### config.mk
export PLATFORM = sky130hd
export DESIGN_NAME = lock_mute_bypass_control
export DESIGN_NICKNAME = d
export VERILOG_FILES = /design/src/hdl/lock_mute_pkg.sv /design/src/hdl/word_fifo_if.sv /design/src/hdl/word_fifo.sv /design/src/hdl/lock_mute_bypass_control.sv
export SDC_FILE = /design/constraint.sdc
export NUM_CORES = 1
export LEC_CHECK = 0
export BUFFER_PORTS_ARGS = -buffer_cell sky130_fd_sc_hd__buf_2
export CAP_MARGIN = 20
export CORE_MARGIN = 4
export CORE_UTILIZATION = 61
export CTS_CLUSTER_DIAMETER = 150
export DETAILED_ROUTE_END_ITERATION = 10
export GPL_ROUTABILITY_DRIVEN = 1
export PLACE_DENSITY_LB_ADDON = 0.05
export SLEW_MARGIN = 20
export SYNTH_ARGS = -nofsm -noshare
export SYNTH_HDL_FRONTEND = slang
export SYNTH_SLANG_ARGS = --single-unit
### constraint.sdc
create_clock -name sys_clk_i -period 4.5 [get_ports sys_clk_i]
set_input_delay 0.9 -clock sys_clk_i [delete_from_list [all_inputs] [get_ports sys_clk_i]]
set_output_delay 0.9 -clock sys_clk_i [all_outputs]
set_load 0.05 [all_outputs]
### src/hdl/lock_mute_pkg.sv
/*
 * constants shared by the lock/mute/bypass control block and its word fifo.
 * assumes a single 25 MHz system clock and a 20-bit recovered word.
 */
package lock_mute_pkg;
   localparam int unsigned CLK_HZ       = 25000000;
   localparam int unsigned WORD_BITS    = 20;
   localparam int unsigned FIFO_DEPTH   = 8;
   localparam int unsigned SYNC_STAGES  = 3;
   localparam int unsigned BIT_CNT_W    = 5;
   localparam logic [4:0]  BIT_LAST     = 5'h13;
   localparam logic [4:0]  WCLK_LAST    = 5'h13;
   localparam logic [4:0]  WCLK_FALL    = 5'h0A;
   localparam logic [19:0] WORD_RESET   = 20'h00000;
   // index of each synchronised pin in the sync vector
   localparam int unsigned PIN_SERIAL   = 0;
   localparam int unsigned PIN_CARRIER  = 1;
   localparam int unsigned PIN_PHASE    = 2;
   localparam int unsigned PIN_RECLOCK  = 3;
   localparam int unsigned PIN_COUNT    = 4;
endpackage

### src/hdl/word_fifo_if.sv
/*
 * valid/ready carrier between the deserialiser and the word fifo, and
 * between the fifo and the parallel output stage.
 * assumes both sides run on the same clock.
 */
`timescale 1ns/100ps
interface word_fifo_if #(parameter int unsigned WIDTH = 20);
   logic             wr_valid;
   logic             wr_ready;
   logic [WIDTH-1:0] wr_data;
   logic             rd_valid;
   logic             rd_ready;
   logic [WIDTH-1:0] rd_data;

   modport fifo (input wr_valid, input wr_data, output wr_ready,
                 output rd_valid, output rd_data, input rd_ready);
   modport user (output wr_valid, output wr_data, input wr_ready,
                 input rd_valid, input rd_data, output rd_ready);
endinterface

### src/hdl/word_fifo.sv
/*
 * synchronous word fifo with valid/ready on both sides.
 * assumes one clock and a synchronous active-high reset; depth >= 2.
 */
`timescale 1ns/100ps
module word_fifo #(
   parameter int unsigned WIDTH = 20,
   parameter int unsigned DEPTH = 8
) (
   // clock and reset
   input  wire logic  sys_clk_i,
   input  wire logic  rst_i,
   // both fifo ports
   word_fifo_if.fifo  port_if
);
   localparam int unsigned AW = $clog2(DEPTH);

   logic [WIDTH-1:0] mem [DEPTH];
   logic [AW-1:0]    wr_ptr_r;
   logic [AW-1:0]    wr_ptr_nxt;
   logic [AW-1:0]    rd_ptr_r;
   logic [AW-1:0]    rd_ptr_nxt;
   logic [AW:0]      count_r;
   logic [AW:0]      count_nxt;
   logic             push;
   logic             pop;

   assign port_if.wr_ready = (count_r != (AW+1)'(DEPTH));
   assign port_if.rd_valid = (count_r != '0);
   assign port_if.rd_data  = mem[rd_ptr_r];
   assign push             = port_if.wr_valid && port_if.wr_ready;
   assign pop              = port_if.rd_valid && port_if.rd_ready;

   always_comb
   begin
      wr_ptr_nxt = wr_ptr_r;
      rd_ptr_nxt = rd_ptr_r;
      count_nxt  = count_r;
      if (push)
      begin
         wr_ptr_nxt = (wr_ptr_r == AW'(DEPTH-1)) ? '0 : wr_ptr_r + AW'(1);
      end
      if (pop)
      begin
         rd_ptr_nxt = (rd_ptr_r == AW'(DEPTH-1)) ? '0 : rd_ptr_r + AW'(1);
      end
      if (push && !pop)
      begin
         count_nxt = count_r + (AW+1)'(1);
      end
      else if (pop && !push)
      begin
         count_nxt = count_r - (AW+1)'(1);
      end
   end

   always_ff @(posedge sys_clk_i)
   begin
      if (rst_i)
      begin
         wr_ptr_r <= '0;
         rd_ptr_r <= '0;
         count_r  <= '0;
      end
      else
      begin
         wr_ptr_r <= wr_ptr_nxt;
         rd_ptr_r <= rd_ptr_nxt;
         count_r  <= count_nxt;
      end
   end

   // storage needs no reset; only counted entries are ever read
   always_ff @(posedge sys_clk_i)
   begin
      if (push)
      begin
         mem[wr_ptr_r] <= port_if.wr_data;
      end
   end
endmodule // word_fifo

### src/hdl/lock_mute_bypass_control.sv
/*
 * lock indication, loss-of-lock muting of the parallel word and the
 * reclock/pass-through select of the serial loop output of a serial
 * video receiver, with a word fifo between deserialiser and output.
 * assumes the carrier-detect and phase-lock conditions arrive as pins
 * from the analog front end, and one recovered bit per system clock.
 */
// Summary of operation
// - lock output is carrier detect AND phase lock.
// - signal present and loop locked: lock high, recovered outputs valid.
// - while lock is low, parallel word holds its last presented value.
// - lock output ignores the reclock select input entirely.
// - select high: serial loop output comes through the retiming stage.
// - select low: serial input passes to loop output without retiming.
// - pass-through path is never muted by loss of lock.
// - recovered data is a 20-bit word, bit 19 most significant.
// - word updates in step with word clock; downstream captures on it.
`timescale 1ns/100ps
module lock_mute_bypass_control #(
   parameter int unsigned WORD_W = lock_mute_pkg::WORD_BITS,
   parameter int unsigned DEPTH  = lock_mute_pkg::FIFO_DEPTH
) (
   // clock and reset
   input  wire logic              sys_clk_i,
   input  wire logic              rst_i,
   // pins from the serial source and analog front end
   input  wire logic              serial_data_in_i,
   input  wire logic              carrier_detect_i,
   input  wire logic              phase_lock_i,
   input  wire logic              reclock_sel_i,
   // serial loop output
   output logic                   serial_loop_out_o,
   // status
   output logic                   lock_o,
   output logic                   overflow_o,
   // parallel side towards the deformatter
   output logic                   word_clk_o,
   output logic [WORD_W-1:0]      data_word_o
);
   localparam int unsigned NP = lock_mute_pkg::PIN_COUNT;

   // pin synchronisers: three stages; control pins accepted once stages two and three agree
   logic [NP-1:0]          sync1_r;
   logic [NP-1:0]          sync2_r;
   logic [NP-1:0]          sync3_r;
   logic [NP-1:0]          pin_r;
   logic [NP-1:0]          pin_nxt;

   // lock and serial loop
   logic                   lock_r;
   logic                   lock_nxt;
   logic                   retime_r;
   logic                   retime_nxt;
   logic                   loop_r;
   logic                   loop_nxt;

   // deserialiser
   logic [WORD_W-1:0]      shift_r;
   logic [WORD_W-1:0]      shift_nxt;
   logic [4:0]             bit_cnt_r;
   logic [4:0]             bit_cnt_nxt;
   logic                   ovf_r;
   logic                   ovf_nxt;

   // word clock and output stage
   logic [4:0]             wclk_cnt_r;
   logic [4:0]             wclk_cnt_nxt;
   logic                   wclk_r;
   logic                   wclk_nxt;
   logic [WORD_W-1:0]      word_r;
   logic [WORD_W-1:0]      word_nxt;

   word_fifo_if #(.WIDTH(WORD_W)) fifo_if ();

   word_fifo #(
      .WIDTH (WORD_W),
      .DEPTH (DEPTH)
   ) u_fifo (
      .sys_clk_i (sys_clk_i),
      .rst_i     (rst_i),
      .port_if   (fifo_if)
   );

   // synchroniser and input filter
   always_comb
   begin
      pin_nxt = pin_r;
      for (int i = 0; i < NP; i++)
      begin
         if (sync2_r[i] == sync3_r[i])
         begin
            pin_nxt[i] = sync3_r[i];
         end
      end
      // data may toggle every cycle; the agree filter would swallow it
      pin_nxt[lock_mute_pkg::PIN_SERIAL] = sync3_r[lock_mute_pkg::PIN_SERIAL];
   end

   always_ff @(posedge sys_clk_i)
   begin
      if (rst_i)
      begin
         sync1_r <= '0;
         sync2_r <= '0;
         sync3_r <= '0;
         pin_r   <= '0;
      end
      else
      begin
         sync1_r <= {reclock_sel_i, phase_lock_i, carrier_detect_i, serial_data_in_i};
         sync2_r <= sync1_r;
         sync3_r <= sync2_r;
         pin_r   <= pin_nxt;
      end
   end

   // lock and serial loop path
   always_comb
   begin
      // select deliberately not in this term
      lock_nxt   = pin_r[lock_mute_pkg::PIN_CARRIER] &&
                   pin_r[lock_mute_pkg::PIN_PHASE];
      retime_nxt = pin_r[lock_mute_pkg::PIN_SERIAL];
      if (pin_r[lock_mute_pkg::PIN_RECLOCK])
      begin
         loop_nxt = retime_r;
      end
      else
      begin
         // raw third stage, no filter and no lock gating
         loop_nxt = sync3_r[lock_mute_pkg::PIN_SERIAL];
      end
   end

   always_ff @(posedge sys_clk_i)
   begin
      if (rst_i)
      begin
         lock_r   <= 1'b0;
         retime_r <= 1'b0;
         loop_r   <= 1'b0;
      end
      else
      begin
         lock_r   <= lock_nxt;
         retime_r <= retime_nxt;
         loop_r   <= loop_nxt;
      end
   end

   // deserialiser: first bit received lands in the msb
   always_comb
   begin
      shift_nxt        = {shift_r[WORD_W-2:0], retime_r};
      bit_cnt_nxt      = bit_cnt_r;
      ovf_nxt          = 1'b0;
      fifo_if.wr_valid = 1'b0;
      fifo_if.wr_data  = shift_nxt;
      if (!lock_r)
      begin
         // realign on relock; words from an unlocked loop are garbage
         bit_cnt_nxt = '0;
      end
      else if (bit_cnt_r == lock_mute_pkg::BIT_LAST)
      begin
         bit_cnt_nxt      = '0;
         fifo_if.wr_valid = 1'b1;
         // the serial source cannot stall, so a refused word is dropped
         ovf_nxt          = !fifo_if.wr_ready;
      end
      else
      begin
         bit_cnt_nxt = bit_cnt_r + 5'h01;
      end
   end

   always_ff @(posedge sys_clk_i)
   begin
      if (rst_i)
      begin
         shift_r   <= '0;
         bit_cnt_r <= '0;
         ovf_r     <= 1'b0;
      end
      else
      begin
         shift_r   <= shift_nxt;
         bit_cnt_r <= bit_cnt_nxt;
         ovf_r     <= ovf_nxt;
      end
   end

   // word clock divider and muted parallel output
   always_comb
   begin
      wclk_cnt_nxt     = (wclk_cnt_r == lock_mute_pkg::WCLK_LAST) ? '0 :
                         wclk_cnt_r + 5'h01;
      wclk_nxt         = (wclk_cnt_nxt < lock_mute_pkg::WCLK_FALL);
      // word changes on the falling edge so the rising edge sees it settled
      fifo_if.rd_ready = lock_r && (wclk_cnt_r == lock_mute_pkg::WCLK_FALL - 5'h01);
      word_nxt         = word_r;
      if (fifo_if.rd_ready && fifo_if.rd_valid)
      begin
         word_nxt = fifo_if.rd_data;
      end
   end

   always_ff @(posedge sys_clk_i)
   begin
      if (rst_i)
      begin
         wclk_cnt_r <= '0;
         wclk_r     <= 1'b0;
         word_r     <= lock_mute_pkg::WORD_RESET;
      end
      else
      begin
         wclk_cnt_r <= wclk_cnt_nxt;
         wclk_r     <= wclk_nxt;
         word_r     <= word_nxt;
      end
   end

   assign serial_loop_out_o = loop_r;
   assign lock_o            = lock_r;
   assign overflow_o        = ovf_r;
   assign word_clk_o        = wclk_r;
   assign data_word_o       = word_r;
endmodule // lock_mute_bypass_control

==> flow_metrics.tcl, run 1 <==
set metrics [dict create \
    clock_skew_ns 0.00850 \
    hp-class "flop to flop" \
    syn_to_final_growth_pct 12.8 \
    ant_nets 0 \
    maxCapViolCount 0 \
    r2r_cells 10 \
    ctsResizeCount 0 \
    synth-async-reset-ratio_pct 0 \
    clkSinkCount 240 \
    critPathMaxStageDelay_ns 0.72 \
    numCtsBuffers 24 \
    start_kind "flop" \
    clock_latency_ns 0.50 \
    wl_um 14900 \
    outcome "complete, no violations" \
    first_global_vias 4550 \
    final_common_cell "edfxtp_1" \
    start_util_pct 63.1 \
    nNetsFinal 553 \
    cts_hold_buf 0 \
    first_pass_iters 5 \
    clock_path_buffers 3 \
    criticalPathCategory "flop to flop" \
    die_h_um 129 \
    crit_chain "or4b_2 > nand3_2 > inv_1 > ha_1 > inv_1 > ha_1 > a21oi_1 > a211oi_1 > a31oi_1 > mux2_2" \
    crit_fanout 9 \
    grt_start_max_net_pins 41 \
    r2r_start "u_fifo.count_r[0]" \
    cp_num_buf_inv 2 \
    place_congestion 0.815 \
    period_share_pct 67.0 \
    power.leakage_nw 4.03 \
    finalHoldViolations 0 \
    dp.cells 690 \
    die_w_um 129 \
    post_cts_buffers 0 \
    grt_use_total_pct 18.9 \
    critPathCaptureType "flop" \
    setup.worst_path.end "u_fifo.count_r[3]" \
    die_area_mm2 0.0166 \
    coreArea_mm2 0.0141 \
    timing.rr.end "u_fifo.count_r[3]" \
    viasPerCell 5.91 \
    yosys_register_bits 240 \
    synth_flop_cell "edfxtp_1" \
    synthCells 490 \
    fmax_ghz 0.332 \
    cts-root-buf "clkbuf_16" \
    cts_tree "done" \
    drtIter0Drc 270 \
    cp-startpoint "u_fifo.count_r[0]" \
    ioPinCount 30 \
    yosysWarningCount 0 \
    synth_area_per_cell_um2 18.2 \
    hpwlAfterDp_um 8530 \
    critical-path-slowest-cell "or4b_2" \
    rsz0062_at_grt "false" \
    finalMaxSlewViolations 0 \
    placementRows 43 \
    vias 4340 \
    worstPathArrival_ns 3.40 \
    worstMarginPinSlew_ns 0.955 \
    drc 0 \
    io_buffers 29 \
    yosysSeqAreaShare_pct 72.0 \
    relSlewSlack_pct 35.8 \
    fin_setup_tns_ns 0 \
    crit_required_ns 4.89 \
    setup_viol 0 \
    grt_pass1_wl_um 24200 \
    fin_util_pct 71.2 \
    cts_htree_levels 1 \
    syn_area_mm2 0.00889 \
    antenna_found_initial 0 \
    synth_edf_count 160 \
    critPathTopFamily "simple AND/OR/NAND/NOR gates" \
    p_per_area_mw_per_mm2 422 \
    post-route-min-period_ns 3.02 \
    num_antenna_cells 0 \
    drive_gt1_share_pct 22.6 \
    ir_drop_uv 294 \
    fin_cells 734 \
    final_cell_mix "edfxtp_1, dfxtp_1, nor2b_1" \
    path_depth 10 \
    r2r_slack_ns 1.48 \
    grt_overflow 0 \
    post_drt_wl_per_cell_um 20.4 \
    synth_cell_types 40 \
    path_clk_slew_ns 0.06 \
    synth_nets 507 \
]
-- through the flow --
step | power, W | worst slack, ns | hold slack, ns | area [µm²]
after floorplan | 0.00240 | 1.13 | 0.414 | 8890
after global placement | 0.00241 | 1.62 | 0.418 | 9260
after detailed placement | 0.00241 | 1.57 | 0.427 | 9260
after CTS | 0.00428 | 1.53 | 0.445 | 10000
after global routing | 0.00439 | 1.29 | 0.461 | 10000
final | 0.00424 | 1.48 | 0.440 | 10000
-- cells in the mapped netlist, types with 2 or more instances --
master	instances	area, µm²
or3_1	3	18.8
ha_1	10	125
mux4_1	32	841
buf_1	4	15.0
mux2i_1	3	30.0
inv_1	5	18.8
nor2_1	21	78.8
a22o_1	20	175
nand3_1	4	20.0
clkbuf_1	9	33.8
o21ai_0	4	20.0
dfxtp_1	80	1600
xor2_1	3	26.3
mux2_2	21	236
buf_2	5	25.0
nor2b_1	35	219
nor3_1	6	30.0
a31oi_1	2	12.5
nand2_1	14	52.6
buf_6	4	45.0
nand2b_1	7	43.8
a21oi_1	11	55.1
edfxtp_1	160	4800
mux4_2	8	180
nor4_1	2	12.5
xnor2_1	3	26.3
-- kinds of logic after synthesis --
| kind of cell | synth area share [%] |
|---|---|
| xor gates and xnor gates | 0.591 |
| DFF | 72.0 |
| adders and majority gates | 1.63 |
| and+or+nand+nor | 6.26 |
| muxes | 14.5 |
| AOI/OAI and AO/OA | 3.12 |
| buffers and inverters | 1.89 |
-- state kept, by name (all words and copies together), names as in the netlist, 4 cells and up --
signal	cells
bit_cnt_r	5
data_word_o	20
pin_r	4
shift_r	19
sync1_r	4
sync2_r	4
sync3_r	4
u_fifo.count_r	4
u_fifo.mem	160
wclk_cnt_r	5
-- area by class of cell --
class	instances	area [µm²]
clock buffers	29	661
fillers	889	4070
repair buffers	44	258
inverters	5	18.8
flip-flops and latches	240	6410
multi-input cells	221	2350
well taps	180	225
clock inverters	15	104
-- worst min path at each step --
stage / depth (start not counted) / startpoint / to
floorplan: 1 / pin_r[0] / retime_r
global placement: 1 / sync2_r[0] / sync3_r[0]
detailed placement: 1 / pin_r[0] / retime_r
CTS: 1 / pin_r[0] / retime_r
global route: 1 / pin_r[0] / retime_r
finish: 1 / sync2_r[0] / sync3_r[0]
-- report_power, final --
part	leakage, nW	internal (W)	switching, W
Sequential	2.51	0.00233	0.00000419
Combinational	1.14	0.00000947	0.0000201
Clock	0.375	0.00110	0.000771
-- metal layers --
metal | up-vias | track usage, % | routed length [µm]
met5 | - | 0 | 0
met4 | 0 | 4.57 | 263
li1 | 2010 | - | -
met2 | 104 | 31.8 | 7440
met3 | 25 | 3.45 | 641
met1 | 2201 | 26.2 | 6600
Power figures use the tool's default switching activity.
==> run 2, diff against run 1 <==
clock period = 3 ns   (was 4.5 ns; I/O delays follow)
==> run 2 against run 1 <==
Effect of this change:
- count of clock-buffer cells in the layout is 11 higher
- sequential share of layout area hardly changed
- sequential power is 50% higher
- wire length is 2.3% higher
- clock power is 45% higher
- design area hardly changed
- via count is 2.0% lower
- fmax is 5.5% higher
- critical path depth stayed put
- non-clock buffer count is 1 higher
- setup slack worse by 1.3 ns
==> flow_metrics.tcl, run 2 (synthesis results as in run 1) <==
set metrics [dict create \
    outcome "complete, no violations" \
    worstPathArrival_ns 3.25 \
    largest_reg_flops 160 \
    first_global_vias 4461 \
    relSlewSlack_pct 56.3 \
    cts-root-buf "clkbuf_16" \
    grt_pass1_wl_um 24100 \
    critPathMaxStageDelay_ns 0.73 \
    post-route-min-period_ns 2.86 \
    fin_ws_ns 0.142 \
    r2r_start "u_fifo.count_r[0]" \
    maxCapViolCount 0 \
    grt_use_total_pct 19.1 \
    first_pass_iters 4 \
    grt_start_max_net_pins 41 \
    r2r_cells 10 \
    ctsResizeCount 0 \
    grt_overflow 0 \
    ant_nets 0 \
    vias 4255 \
    fin_cells 735 \
    p_per_area_mw_per_mm2 625 \
    num_antenna_cells 0 \
    final_common_cell "edfxtp_1" \
    post_drt_wl_per_cell_um 20.8 \
    hpwlAfterDp_um 8320 \
    drive_gt1_share_pct 21.3 \
    cp_num_buf_inv 2 \
    ir_drop_uv 442 \
    top_register "u_fifo.mem" \
    worstMarginPinSlew_ns 0.655 \
    cts_tree "done" \
    fmax_ghz 0.350 \
    start_kind "flop" \
    ioPinCount 30 \
    timing.rr.end "u_fifo.count_r[3]" \
    dp_slack_ns 0.185 \
    final_cell_mix "edfxtp_1, dfxtp_1, nor2b_1" \
    syn_to_final_growth_pct 12.7 \
    critical-path-slowest-cell "or4b_2" \
    die_w_um 129 \
    r2r_slack_ns 0.14 \
    drc 0 \
    criticalPathCategory "flop to flop" \
    cts_hold_buf 0 \
    post_cts_buffers 0 \
    die_area_mm2 0.0166 \
    clock_skew_ns 0.0150 \
    crit_fanout 5 \
    nNetsFinal 554 \
    clock_path_buffers 3 \
    placementRows 43 \
    hold_depth 2 \
    clkSinkCount 240 \
    dp.cells 691 \
    coreArea_mm2 0.0141 \
    crit_required_ns 3.39 \
    critPathCaptureType "flop" \
    crit_chain "or4b_2 > nand3_2 > inv_1 > ha_1 > inv_1 > ha_1 > a21oi_1 > a211oi_1 > a31oi_1 > mux2_2" \
    finalHoldViolations 0 \
    fin_util_pct 71.1 \
    place_congestion 0.805 \
    worstHoldStart "serial_data_in_i" \
    fin_setup_tns_ns 0 \
    drtIter0Drc 356 \
    worstHoldEndpoint "sync1_r[0]" \
    cts_htree_levels 1 \
    setup_viol 0 \
    wl_um 15300 \
    period_share_pct 95.3 \
    io_buffers 29 \
    power.leakage_nw 4.01 \
    numCtsBuffers 24 \
    path_depth 10 \
    path_clk_slew_ns 0.06 \
    hp-class "input port to flop" \
    finalMaxSlewViolations 0 \
    viasPerCell 5.79 \
    antenna_found_initial 0 \
    die_h_um 129 \
    start_util_pct 63.1 \
    rsz0062_at_grt "false" \
    clock_latency_ns 0.51 \
    critPathTopFamily "simple AND/OR/NAND/NOR gates" \
]
## run 2: cell count changes in the layout (fill, tap and decap cells not counted), moves of 2 or more
cell        change
clkbuf_1       +11
clkinv_1        -3
clkinvlp_4      -3
clkinv_2        -4
buf_12          +2
## run 2: metal layers
| layer | global-route usage, % | up-vias | share of wire, % |
|---|---|---|---|
| met5 | 0 | - | 0 |
| met4 | 4.94 | 0 | 1.5 |
| met3 | 3.20 | 20 | 5.8 |
| met2 | 32.7 | 106 | 50 |
| met1 | 25.8 | 2121 | 43 |
| li1 | - | 2008 | - |
## run 2: cell type report
class                   instances  area, µm²
fillers                       901       4080
clock inverters                 4       20.0
inverters                       5       18.8
flip-flops and latches        240       6410
repair buffers                 45        290
clock buffers                  40        696
multi-input cells             221       2360
well taps                     180        225
## run 2: how the worst max path moves through the flow
stage | to | slack, ns | from
global route | u_fifo.count_r[3] | 0.06 | u_fifo.count_r[0]
global placement | u_fifo.count_r[3] | 0.28 | u_fifo.count_r[0]
CTS | u_fifo.count_r[3] | 0.17 | u_fifo.count_r[0]
finish | u_fifo.count_r[3] | 0.14 | u_fifo.count_r[0]
detailed placement | u_fifo.count_r[3] | 0.18 | u_fifo.count_r[0]
floorplan | u_fifo.mem[2][0] | 0.15 | bit_cnt_r[0]
## run 2: stage by stage
stage	cell area (µm²)	power (W)	hold slack, ns
global route	10000	0.00648	0.310
CTS	10000	0.00632	0.293
floorplan	8900	0.00360	0.414
global placement	9300	0.00362	0.420
detailed placement	9300	0.00362	0.428
finish	10000	0.00626	0.307
## run 2: power by group
group | total [W] | leakage [nW] | switching, W | internal (W)
Combinational | 0.0000449 | 1.15 | 0.0000308 | 0.0000141
Sequential | 0.00350 | 2.51 | 0.00000658 | 0.00350
Clock | 0.00271 | 0.351 | 0.00114 | 0.00158
Total | 0.00626 | 4.01 | 0.00118 | 0.00509
